[config.mk]
export PLATFORM = sky130hd
export DESIGN_NAME = alarm_trip_ctrl
export DESIGN_NICKNAME = d
export VERILOG_FILES = /design/src/alarm_pkg.sv /design/src/timer_if.sv /design/src/alarm_trip_ctrl.sv /design/src/interval_timer.sv
export SDC_FILE = /design/constraint.sdc
export NUM_CORES = 1
export LEC_CHECK = 0
export ABC_AREA = 0
export BUFFER_PORTS_ARGS = -buffer_cell sky130_fd_sc_hd__buf_2
export CAP_MARGIN = 20
export CORE_AREA = 5 5 152 183
export CTS_BUF_LIST = sky130_fd_sc_hd__clkbuf_16
export DETAILED_ROUTE_END_ITERATION = 12
export DIE_AREA = 0 0 157 188
export PLACE_DENSITY = 0.71
export SLEW_MARGIN = 10
export SYNTH_ARGS = -nofsm -noshare
export SYNTH_HDL_FRONTEND = slang
export SYNTH_SLANG_ARGS = --single-unit
[constraint.sdc]
create_clock -name clk -period 11.83 [get_ports clk]
set_input_delay 2.366 -clock clk [delete_from_list [all_inputs] [get_ports clk]]
set_output_delay 2.366 -clock clk [all_outputs]
set_load 0.005 [all_outputs]
[src/alarm_pkg.sv]
/*
 * constants and types shared by the alarm trip controller and its helpers.
 * assumes a 50 MHz system clock and measurement words already scaled alike.
 */
// Overview of operation
// - menu key one toggles protection enable
// - trip lights indicator, drives sounder/relay per selection
// - medium clear push clears trip always
// - auto mode clears trip after interval
// - persisting fault retrips endlessly after auto clear
// - manual clear works at once in auto
// - conditional mode clears after interval without faults
// - long snooze push masks faults for duration
// - short relay push restarts running snooze timer
// - entering snooze clears active trip
// - snooze lamp lit exactly while snoozing
// - reject thresholds when high not above low
// - reject settings with all thresholds ignored
// - ammeter/generic types disable swr comparisons
// - fault when outside enabled low/high bounds
// - ammeter/generic with no power bounds never trips
// - power fault trips after trip interval persistence
// - manual mode holds trip until clear push, snooze entry or protection off
// - swr warning lamp only, no trip effect
// - low forward power excluded from swr fault
package alarm_pkg;
    localparam int CLK_HZ         = 50_000_000;
    localparam int TICK_US        = 1000;
    localparam int TICK_CYCLES    = CLK_HZ / 1_000_000 * TICK_US;
    localparam int MS_W           = 17;
    localparam int SNOOZE_S_W     = 7;
    localparam int MS_PER_S       = 1000;
    localparam int INTERVAL_MIN_MS = 50;
    localparam int INTERVAL_MAX_MS = 30_000;
    localparam logic [MS_W-1:0] TRIP_MS_RST   = 17'h007D0;
    localparam logic [MS_W-1:0] RESET_MS_RST  = 17'h00BB8;
    localparam logic [SNOOZE_S_W-1:0] SNOOZE_S_RST = 7'h14;
    localparam logic PROT_EN_RST  = 1'b1;

    typedef enum logic [1:0] {
        CLR_MANUAL = 2'h0,
        CLR_AUTO   = 2'h1,
        CLR_CONDITIONAL_AUTO_CLEAR_MODE   = 2'h2
    } clear_mode_e;

    typedef enum logic [1:0] {
        OUT_SOUNDER = 2'h0,
        OUT_RELAY   = 2'h1,
        OUT_BOTH    = 2'h2
    } trip_out_e;

    typedef enum logic [1:0] {
        CPL_POWER   = 2'h0,
        CPL_AMMETER = 2'h1,
        CPL_GENERIC = 2'h2
    } coupler_e;

    typedef enum logic [2:0] {
        ST_ARMED   = 3'b001,
        ST_TRIPPED = 3'b010,
        ST_SNOOZE  = 3'b100
    } alarm_state_e;
endpackage

[src/timer_if.sv]
/*
 * bundle joining the main controller to its millisecond interval timer.
 * assumes a single clock domain.
 */
`timescale 1ns/1ns
interface timer_if #(parameter int W = 17);
    logic         start;
    logic         tick;
    logic [W-1:0] limit;
    logic         done;
    modport owner (output start, output tick, output limit, input done);
    modport timer (input start, input tick, input limit, output done);
endinterface

[src/alarm_trip_ctrl.sv]
/*
 * alarm trip controller: threshold checks, trip latch, clearing modes,
 * snooze, settings validation and a small register port.
 * assumes button inputs are already debounced and classified into press
 * lengths as synchronous one-cycle pulses on clk; measurements are words
 * on clk updated by the measurement path.
 */
`timescale 1ns/1ns
module alarm_trip_ctrl #(
    parameter int MW        = 16,
    parameter int TICK_DIV  = alarm_pkg::TICK_CYCLES
) (
    input  wire logic            clk,
    input  wire logic            rst,
    input  wire logic            alarm_menu_active,
    input  wire logic            menu_key_one,
    input  wire logic            clear_medium_push,
    input  wire logic            snooze_long_push,
    input  wire logic            relay_short_push,
    input  wire logic [MW-1:0]   meas_value,
    input  wire logic [MW-1:0]   fwd_power,
    input  wire logic [MW-1:0]   swr_value,
    input  wire logic [3:0]      addr,
    input  wire logic [31:0]     wdata,
    input  wire logic            wr,
    input  wire logic            rd,
    output logic [31:0]          rdata,
    output logic                 trip_led,
    output logic                 sounder,
    output logic                 relay,
    output logic                 snooze_led,
    output logic                 warn_led,
    output logic                 prot_led,
    output logic                 threshold_order_error,
    output logic                 no_threshold_error
);
    import alarm_pkg::*;

    // register indices (word address)
    localparam logic [3:0] A_CTRL  = 4'h0;
    localparam logic [3:0] A_TIME  = 4'h1;
    localparam logic [3:0] A_PWR   = 4'h2;
    localparam logic [3:0] A_SWR   = 4'h3;
    localparam logic [3:0] A_STAT  = 4'h4;

    // settings
    logic              prot_en, next_prot_en;
    clear_mode_e       cmode, next_cmode;
    trip_out_e         tout, next_tout;
    coupler_e          ctype, next_ctype;
    logic [MS_W-1:0]   trip_ms, next_trip_ms;
    logic [MS_W-1:0]   reset_ms, next_reset_ms;
    logic [SNOOZE_S_W-1:0] snooze_s, next_snooze_s;
    logic [MW-1:0]     low_th, next_low_th, high_th, next_high_th;
    logic              low_ign, next_low_ign, high_ign, next_high_ign;
    logic [MW-1:0]     swr_trip, next_swr_trip, swr_warn, next_swr_warn;
    logic              swr_ign, next_swr_ign, warn_ign, next_warn_ign;
    logic [MW-1:0]     min_valid, next_min_valid;
    logic              order_err, next_order_err, none_err, next_none_err;

    // settings: writes checked before acceptance except reset_ms and prot_en, menu key toggle
    always_comb begin
        next_prot_en   = prot_en;
        next_cmode     = cmode;
        next_tout      = tout;
        next_ctype     = ctype;
        next_trip_ms   = trip_ms;
        next_reset_ms  = reset_ms;
        next_snooze_s  = snooze_s;
        next_low_th    = low_th;
        next_high_th   = high_th;
        next_low_ign   = low_ign;
        next_high_ign  = high_ign;
        next_swr_trip  = swr_trip;
        next_swr_warn  = swr_warn;
        next_swr_ign   = swr_ign;
        next_warn_ign  = warn_ign;
        next_min_valid = min_valid;
        next_order_err = order_err;
        next_none_err  = none_err;
        if (alarm_menu_active && menu_key_one) begin
            next_prot_en = !prot_en;
        end
        if (wr) begin
            case (addr)
                A_CTRL: begin
                    next_prot_en = wdata[0];
                    if (wdata[2:1] != 2'h3) begin
                        next_cmode = clear_mode_e'(wdata[2:1]);
                    end
                    if (wdata[4:3] != 2'h3) begin
                        next_tout = trip_out_e'(wdata[4:3]);
                    end
                    if (wdata[6:5] != 2'h3) begin
                        next_ctype = coupler_e'(wdata[6:5]);
                    end
                end
                A_TIME: begin
                    if (wdata[15:0] >= 16'(INTERVAL_MIN_MS)
                            && 17'(wdata[15:0]) <= 17'(INTERVAL_MAX_MS)) begin
                        next_trip_ms = 17'(wdata[15:0]);
                    end
                    next_reset_ms = 17'(wdata[31:16]);
                end
                A_PWR: begin
                    // bits 31/30 flag ignore; 29:15 high, 14:0 low
                    if (!wdata[31] && !wdata[30]
                            && wdata[29:15] <= wdata[14:0]) begin
                        next_order_err = 1'b1;
                    end else if (wdata[31] && wdata[30] && swr_ign) begin
                        next_none_err = 1'b1;
                    end else begin
                        next_low_ign  = wdata[30];
                        next_high_ign = wdata[31];
                        next_low_th   = MW'(wdata[14:0]);
                        next_high_th  = MW'(wdata[29:15]);
                        next_order_err = 1'b0;
                        next_none_err  = 1'b0;
                    end
                end
                A_SWR: begin
                    // 31 swr ignore, 30 warn ignore, 29:23 snooze s
                    if (wdata[31] && low_ign && high_ign) begin
                        next_none_err = 1'b1;
                    end else begin
                        next_swr_ign  = wdata[31];
                        next_warn_ign = wdata[30];
                        next_swr_trip = MW'(wdata[7:0]);
                        next_swr_warn = MW'(wdata[15:8]);
                        next_min_valid = MW'(wdata[22:16]);
                        if (wdata[29:23] >= 7'h05 && wdata[29:23] <= 7'h63) begin
                            next_snooze_s = wdata[29:23];
                        end
                        next_none_err = 1'b0;
                    end
                end
                default: ;
            endcase
        end
    end

    always_ff @(posedge clk or posedge rst) begin
        if (rst) begin
            prot_en   <= PROT_EN_RST;
            cmode     <= CLR_MANUAL;
            tout      <= OUT_SOUNDER;
            ctype     <= CPL_POWER;
            trip_ms   <= TRIP_MS_RST;
            reset_ms  <= RESET_MS_RST;
            snooze_s  <= SNOOZE_S_RST;
            low_th    <= '0;
            high_th   <= '1;
            low_ign   <= 1'b1;
            high_ign  <= 1'b1;
            swr_trip  <= '0;
            swr_warn  <= '0;
            swr_ign   <= 1'b0;
            warn_ign  <= 1'b1;
            min_valid <= '0;
            order_err <= 1'b0;
            none_err  <= 1'b0;
        end else begin
            prot_en   <= next_prot_en;
            cmode     <= next_cmode;
            tout      <= next_tout;
            ctype     <= next_ctype;
            trip_ms   <= next_trip_ms;
            reset_ms  <= next_reset_ms;
            snooze_s  <= next_snooze_s;
            low_th    <= next_low_th;
            high_th   <= next_high_th;
            low_ign   <= next_low_ign;
            high_ign  <= next_high_ign;
            swr_trip  <= next_swr_trip;
            swr_warn  <= next_swr_warn;
            swr_ign   <= next_swr_ign;
            warn_ign  <= next_warn_ign;
            min_valid <= next_min_valid;
            order_err <= next_order_err;
            none_err  <= next_none_err;
        end
    end

    // fault detection
    logic          is_power;
    logic [MW-1:0] mon;
    logic          swr_valid, swr_fault, pwr_fault, any_fault;
    assign is_power  = (ctype == CPL_POWER);
    assign mon       = is_power ? fwd_power : meas_value;
    assign swr_valid = is_power && fwd_power >= min_valid;
    assign swr_fault = swr_valid && !swr_ign && swr_value > swr_trip;
    assign pwr_fault = (!low_ign && mon < low_th)
                       || (!high_ign && mon > high_th);
    assign any_fault = swr_fault || pwr_fault;

    // millisecond tick
    logic [$clog2(TICK_DIV)-1:0] div, next_div;
    logic                        tick;
    assign tick     = (div == TICK_DIV[$clog2(TICK_DIV)-1:0] - 1'b1);
    assign next_div = tick ? '0 : div + 1'b1;

    // trip state machine
    alarm_state_e state, next_state;
    timer_if #(.W(MS_W)) ptif (); // power persistence
    timer_if #(.W(MS_W)) stif (); // reset / snooze interval
    logic snooze_enter;
    assign snooze_enter = snooze_long_push && prot_en;

    always_comb begin
        next_state = state;
        stif.start = 1'b0;
        case (state)
            ST_ARMED: begin
                if (snooze_enter) begin
                    next_state = ST_SNOOZE;
                    stif.start = 1'b1;
                end else if (prot_en && (swr_fault || (pwr_fault && ptif.done))) begin
                    next_state = ST_TRIPPED;
                    stif.start = 1'b1;
                end
            end
            ST_TRIPPED: begin
                if (!prot_en || clear_medium_push) begin
                    next_state = ST_ARMED;
                end else if (snooze_enter) begin
                    next_state = ST_SNOOZE;
                    stif.start = 1'b1;
                end else if (cmode == CLR_AUTO && stif.done) begin
                    next_state = ST_ARMED;
                end else if (cmode == CLR_CONDITIONAL_AUTO_CLEAR_MODE && stif.done && !any_fault) begin
                    next_state = ST_ARMED;
                end
                // manual mode: only the clear push, snooze entry or protection off leaves
            end
            ST_SNOOZE: begin
                if (relay_short_push) begin
                    stif.start = 1'b1;
                end else if (stif.done) begin
                    next_state = ST_ARMED;
                end
            end
            default: next_state = ST_ARMED;
        endcase
    end

    always_ff @(posedge clk or posedge rst) begin
        if (rst) begin
            state <= ST_ARMED;
            div   <= '0;
        end else begin
            state <= next_state;
            div   <= next_div;
        end
    end

    // timers: persistence restarts whenever the power fault lapses
    assign ptif.tick  = tick;
    assign ptif.start = !pwr_fault || state != ST_ARMED;
    assign ptif.limit = trip_ms;
    assign stif.tick  = tick;
    assign stif.limit = (state == ST_SNOOZE || snooze_enter)
                        ? MS_W'(MS_W'(snooze_s) * MS_W'(MS_PER_S)) : reset_ms;

    interval_timer #(.W(MS_W)) persist_timer (
        .clk (clk),
        .rst (rst),
        .tif (ptif)
    );
    interval_timer #(.W(MS_W)) clear_timer (
        .clk (clk),
        .rst (rst),
        .tif (stif)
    );

    // outputs
    logic tripped;
    assign tripped    = (state == ST_TRIPPED);
    assign trip_led   = tripped;
    assign sounder    = tripped && prot_en && tout != OUT_RELAY;
    assign relay      = tripped && prot_en && tout != OUT_SOUNDER;
    assign snooze_led = (state == ST_SNOOZE);
    assign warn_led   = is_power && swr_valid && !warn_ign
                        && swr_value > swr_warn;
    assign prot_led   = prot_en;
    assign threshold_order_error = order_err;
    assign no_threshold_error    = none_err;

    // read port, data one cycle after strobe
    logic [31:0] next_rdata;
    always_comb begin
        next_rdata = '0;
        if (rd) begin
            case (addr)
                A_CTRL: next_rdata = {25'h0, ctype, tout, cmode, prot_en};
                A_TIME: next_rdata = {15'(reset_ms), 17'(trip_ms)};
                A_STAT: next_rdata = {24'h0, state, warn_led, any_fault,
                                      tripped, none_err, order_err};
                default: next_rdata = '0;
            endcase
        end
    end

    always_ff @(posedge clk or posedge rst) begin
        if (rst) begin
            rdata <= '0;
        end else begin
            rdata <= next_rdata;
        end
    end

    // checks
    snooze_clears_a: assert property (@(posedge clk) disable iff (rst)
        (snooze_enter && state == ST_TRIPPED && !clear_medium_push) |=> !trip_led && snooze_led)
        else $error("snooze entry did not clear trip");
    clear_push_a: assert property (@(posedge clk) disable iff (rst)
        (state == ST_TRIPPED && clear_medium_push) |=> !trip_led)
        else $error("clear push did not clear trip");
    disabled_quiet_a: assert property (@(posedge clk) disable iff (rst)
        !prot_en |=> !sounder && !relay)
        else $error("outputs active while disabled");
    snooze_led_a: assert property (@(posedge clk) disable iff (rst)
        snooze_led == (state == ST_SNOOZE))
        else $error("snooze lamp mismatch");
    menu_toggle_a: assert property (@(posedge clk) disable iff (rst)
        (alarm_menu_active && menu_key_one && !wr) |=> prot_en != $past(prot_en))
        else $error("menu key did not toggle");
    order_reject_a: assert property (@(posedge clk) disable iff (rst)
        (wr && addr == A_PWR && !wdata[31] && !wdata[30] && wdata[29:15] <= wdata[14:0])
        |=> threshold_order_error && $stable(low_th) && $stable(high_th))
        else $error("bad threshold order accepted");
    manual_hold_a: assert property (@(posedge clk) disable iff (rst)
        (tripped && cmode == CLR_MANUAL && prot_en && !clear_medium_push
         && !snooze_enter) |=> tripped)
        else $error("manual trip cleared itself");
    generic_swr_a: assert property (@(posedge clk) disable iff (rst)
        !is_power |-> !warn_led && !swr_fault)
        else $error("swr active for generic coupler");
    trip_cov: cover property (@(posedge clk) disable iff (rst) tripped && sounder);
    snooze_cov: cover property (@(posedge clk) disable iff (rst)
        snooze_led && relay_short_push);
    auto_cov: cover property (@(posedge clk) disable iff (rst)
        tripped && cmode == CLR_AUTO ##1 !tripped);
endmodule

[src/interval_timer.sv]
/*
 * millisecond interval timer: restart loads zero, done holds once limit ms pass.
 * assumes tick is a one-cycle pulse on the same clock.
 */
`timescale 1ns/1ns
module interval_timer #(
    parameter int W = 17
) (
    input  wire logic clk,
    input  wire logic rst,
    timer_if.timer    tif
);
    import alarm_pkg::*;

    logic [W-1:0] count;
    logic [W-1:0] next_count;

    // count ticks up to the limit, restart wins
    always_comb begin
        next_count = count;
        if (tif.start) begin
            next_count = '0;
        end else if (tif.tick && count < tif.limit) begin
            next_count = count + 1'b1;
        end
    end

    always_ff @(posedge clk or posedge rst) begin
        if (rst) begin
            count <= '0;
        end else begin
            count <= next_count;
        end
    end

    assign tif.done = !tif.start && count >= tif.limit;
endmodule

==> Word level (Yosys, flattened, before mapping) <==
Cells that the tools add are included.
{ "op_classes": {"eq_ne": 21, "mul": 1, "order_cmp": 14, "bitwise_logic": 3, "n_mux": 33, "add_sub_neg": 3, "n_reduce_logical": 64} }
{ "ops": {"columns": ["op", "count"], "rows": [
  ["case mux 32 bit (3 select lines)", 1],
  ["two-way mux 17 bit", 5],
  ["adder 17 x 1 -> 17 bit (second input constant)", 2],
  ["> comparator 16 x 8 -> 1 bit", 2],
  ["two-way mux 16 bit", 2],
  ["two-way mux 32 bit", 1],
  ["logical AND 1 bit", 30],
  ["two-way mux 3 bit", 8],
  ["AND reduction 3 bit", 7],
  ["greater-or-equal comparator 17 x 16 -> 1 bit", 1],
  ["greater-or-equal comparator 17 bit", 1],
  ["less-than comparator 17 x 16 -> 1 bit", 1],
  ["less-than comparator 17 bit", 1],
  ["adder 16 x 1 -> 16 bit (second input constant)", 1],
  ["equality test 16 bit (second input constant)", 1],
  ["greater-or-equal comparator 16 x 6 -> 1 bit (second input constant)", 1],
  ["greater-or-equal comparator 16 x 7 -> 1 bit", 1],
  ["> comparator 16 bit", 1],
  ["less-or-equal comparator 16 x 15 -> 1 bit (second input constant)", 1],
  ["less-than comparator 16 x 15 -> 1 bit", 1],
  ["less-or-equal comparator 15 bit", 1],
  ["multiplier 7 x 7 -> 14 bit (second input constant)", 1],
  ["two-way mux 1 bit", 13],
  ["inequality test 2 bit (second input constant)", 6],
  ["25 further kinds", 49]
]} }
{ "totals": {"reg_bits": 191, "elab_cells": 162, "input_bits": 93, "out_inout_bits": 40} }

==> Depth between registers and ports, before layout <==
{ "depth": {"word_depth": 24, "depth_mapped": 24, "ltp_nobuf": 24} }

==> Hierarchy <==
A second synthesis with hierarchy kept.
{ "hier_totals": {"cells_unflattened": 1233, "hier_area_um2": 12353.1} }
{ "by_module_without_submodules": {"columns": ["mod", "n_inst", "area_per_inst_um2", "seq_area_each_um2", "cells_each"], "rows": [
  ["alarm_trip_ctrl", 1, 9554.2, 3948.8, 906],
  ["interval_timer (clear_timer)", 1, 1402.6, 425.4, 164],
  ["interval_timer (persist_timer)", 1, 1396.3, 425.4, 163]
]} }

==> Worst setup path before layout <==
Ideal clock, no wire load.
{ "synth_path": {"path_kind": "input to output", "start": "in swr_value[1]", "end": "out warn_led", "path_slack_ns": 5.911, "arrival_ns": 3.553, "stages": 8, "n_path_buf": 0, "cell_sequence": "ha_1 nor2b_1 o21a_1 o21a_1 o21ai_0 a21oi_1 o21ai_0 nor3_1"} }
{ "synth_between": {"elab_chain_len": 2} }
{ "synth_rtl": {"columns": ["element", "line_no", "text"], "rows": [
  ["from (decl)", "alarm_trip_ctrl.sv:22", "input wire logic [MW-1:0] swr_value,"],
  ["> comparator 16 x 8 -> 1 bit", "alarm_trip_ctrl.sv:283", "&& swr_value > swr_warn;"],
  ["logical AND 1 bit", "alarm_trip_ctrl.sv:283", null],
  ["to (decl)", "alarm_trip_ctrl.sv:32", "output logic warn_led,"]
]} }
Every way passes these cells.

==> Worst setup path after layout <==
Same ends and word-level chain as after synthesis.

==> metrics <==
WP data required=9460 ps; Routed Antenna Nets=0; commonest non-fill, non-tap cells in the layout=154 x dfrtp_1, 140 x ha_1, 133 x inv_1; Routed WL per cell=18.0 um; dpl hpwl=24.0 mm; met3 wire length=1.83 mm; CTS Root Buffer Type=clkbuf_16; Setup violations, final=0; worst min-delay path category=reg -> reg; Synth async-reset ratio=100%; Hold-fix buffers, CTS=0; Die Area=29,500 um2; VDD IR max=113 uV; most common cell after layout, fill and taps aside=dfrtp_1; initial antenna violation count=3; outcome=finished, final reports clean; final wirelength=30.5 mm; GRT overflow=0; synthesis-stage register bit count=190; Initial Util=46.2%; Crit Path Max Fanout=2; 1st-iter DRT viols=597; leakage=6.78 nW; # rows=65; Setup TNS=0 ps; DR top layer=met5; Via Count=9,314; vias in the first global route=9,542; Post-route DRC=0; CP Launch Type=primary input; Pwr per Cell Area=189 nW/um2; Synth Warn #=0; PostCTS Resize Cnt=0; Max Clock Freq=0.157 GHz; share of post-route cells with drive strength above 1=20.4%; met1 wire length=12.9 mm; Crit path arrival time=4000 ps; Max Root-Sink Buffers=2; # H-tree levels=4; Syn Inst Count=1,216; part of the cycle the worst path needs=53.8%; Worst slew margin=34.6%; CTS tree=built; largest net degree at the start of global routing=120; RSZ-0062 raised after global routing=false; Die W=157 um; clk slew on worst S/H paths=80 ps; synthesis-to-finish area growth=13.5%; # IOs=133; kind of critical path=in -> out; clk_lat worst skew=450 ps; Largest stage delay, worst path=290 ps; post-synthesis sequential area ratio=40.0%; CP max stage cell=ha_1; Top FF cell, synth=dfrtp_1; # port buffers=131; global-route wire length before repair=49.4 mm; First-pass DRT Iterations=6; post-CTS setup buffer count=0; CTS sink cnt=190; CP endpoint kind=output pin; min cycle time layout=6370 ps; Post-synth EDFFs=0; Worst Tran Pin Value=982 ps; Final Hold Fails=0; Yosys cell types=67; nets=1,592; MaxCap Viol Count=0; met2 WL post-DR=14.7 mm; skew final=16.2 ps; placed cell count=1,657; Max Slew Vio Count=0; critical-path cell list=buf_2 > ha_1 > nor2b_1 > o21a_1 > o21a_1 > o21ai_0 > a21oi_1 > o21ai_0 > nor3_1 > buf_2; vias per cell=5.51; Core Area=25,900 um2; fin cells=1,691; Num CTS Buffers=17; Mean Syn Cell Area=9.86 um2; total track usage=21.1%; Die H=188 um; Syn Nets=1,467; GPL Wtd Cong=0.932; cell area after synthesis=12,000 um2
worst max-delay path, delay by kind of cell:
| family | cells | cell delay [ps] |
|---|---|---|
| adder cells (fa/ha/maj) | 1 | 290 |
| AND/OR/NAND/NOR | 2 | 230 |
| buffers and inverters | 2 | 250 |
| AO/OA/AOI/OAI | 5 | 870 |
power by group:
group	total [mW]	leakage (nW)	switching, mW	internal, mW
Combinational	1.13	4.10	0.641	0.494
Clock	0.588	0.297	0.299	0.289
Sequential	0.844	2.38	0.0784	0.766
final cells by class:
type / instances / area (um2)
inverter: 134 / 510
clock inverter: 15 / 178
clock buffer: 17 / 425
tap: 335 / 419
multi-input combinational: 858 / 6550
fill: 2354 / 12300
sequential: 190 / 4800
antenna: 2 / 5.00
timing repair buffer: 140 / 723
state kept, by name (all words and copies together) (netlist names), 2 cells and up:
signal               count
reset_ms                16
snooze_s                 7
tout                     2
div                     16
rdata                   31
clear_timer.count       17
ptif.limit              16
swr_trip                 8
low_th                  15
state                    3
persist_timer.count     17
cmode                    2
swr_warn                 8
high_th                 16
ctype                    2
min_valid                7
path summary, 6_finish.rpt:
kind / start / cells past startpoint / endpoint / slack (ps)
max: swr_value[1] / 10 / warn_led / 5460
min: ptif.limit[13] / 1 / rdata[13] / 480
max reg2reg: snooze_s[2] / 23 / clear_timer.count[13] / 5760
min reg2reg: ptif.limit[13] / 1 / rdata[13] / 480
max in group asynchronous: rst / 3 / swr_trip[5] / 8420
min in group asynchronous: rst / 2 / persist_timer.count[6] / 2020
cells in the mapped netlist, types with 29 or more instances:
cell / number / area share [%]
clkbuf_1: 29 / 0.91
nand2_1: 66 / 2.1
mux2_2: 55 / 5.2
o21ai_0: 87 / 3.6
inv_1: 134 / 4.2
dfrtp_1: 154 / 32
nor2_1: 88 / 2.8
dfstp_2: 36 / 7.9
ha_1: 140 / 15
xnor2_1: 34 / 2.5
nand3_1: 62 / 2.6
a21oi_1: 35 / 1.5
logic make-up (layout without fill, tap and decap cells):
| kind of cell | count (synthesis) | in the layout | share of synthesized area, % |
|---|---|---|---|
| buf+inv | 168 | 306 | 5.36 |
| mux | 74 | 74 | 6.75 |
| fa+ha+maj | 158 | 158 | 17.6 |
| other cells | 1 | 3 | 0.0313 |
| simple gates | 365 | 365 | 15.7 |
| xor+xnor | 51 | 51 | 3.73 |
| flops | 190 | 190 | 40.0 |
| compound gates | 209 | 209 | 10.7 |
metrics by stage:
step                      hold WS (ps)  instance area, um2  worst slack (ps)  utilization, %  total power, mW
final                              476               13600              5460            52.5             2.57
after global routing               496               13600              5310            52.4             2.79
after CTS                          482               13600              5490            52.4             2.58
after detailed placement           464               13000              5490            50.1             1.98
after global placement             464               13000              5520            50.1             1.93
after floorplan                    443               12000              4350               -             1.68
routing by layer:
metal | track usage, % | vias up
met5 | 0 | -
met4 | 7.58 | 4
met3 | 4.64 | 59
met2 | 35.1 | 277
met1 | 27.0 | 4512
li1 | - | 4462
(Power assumes the default switching activity.)
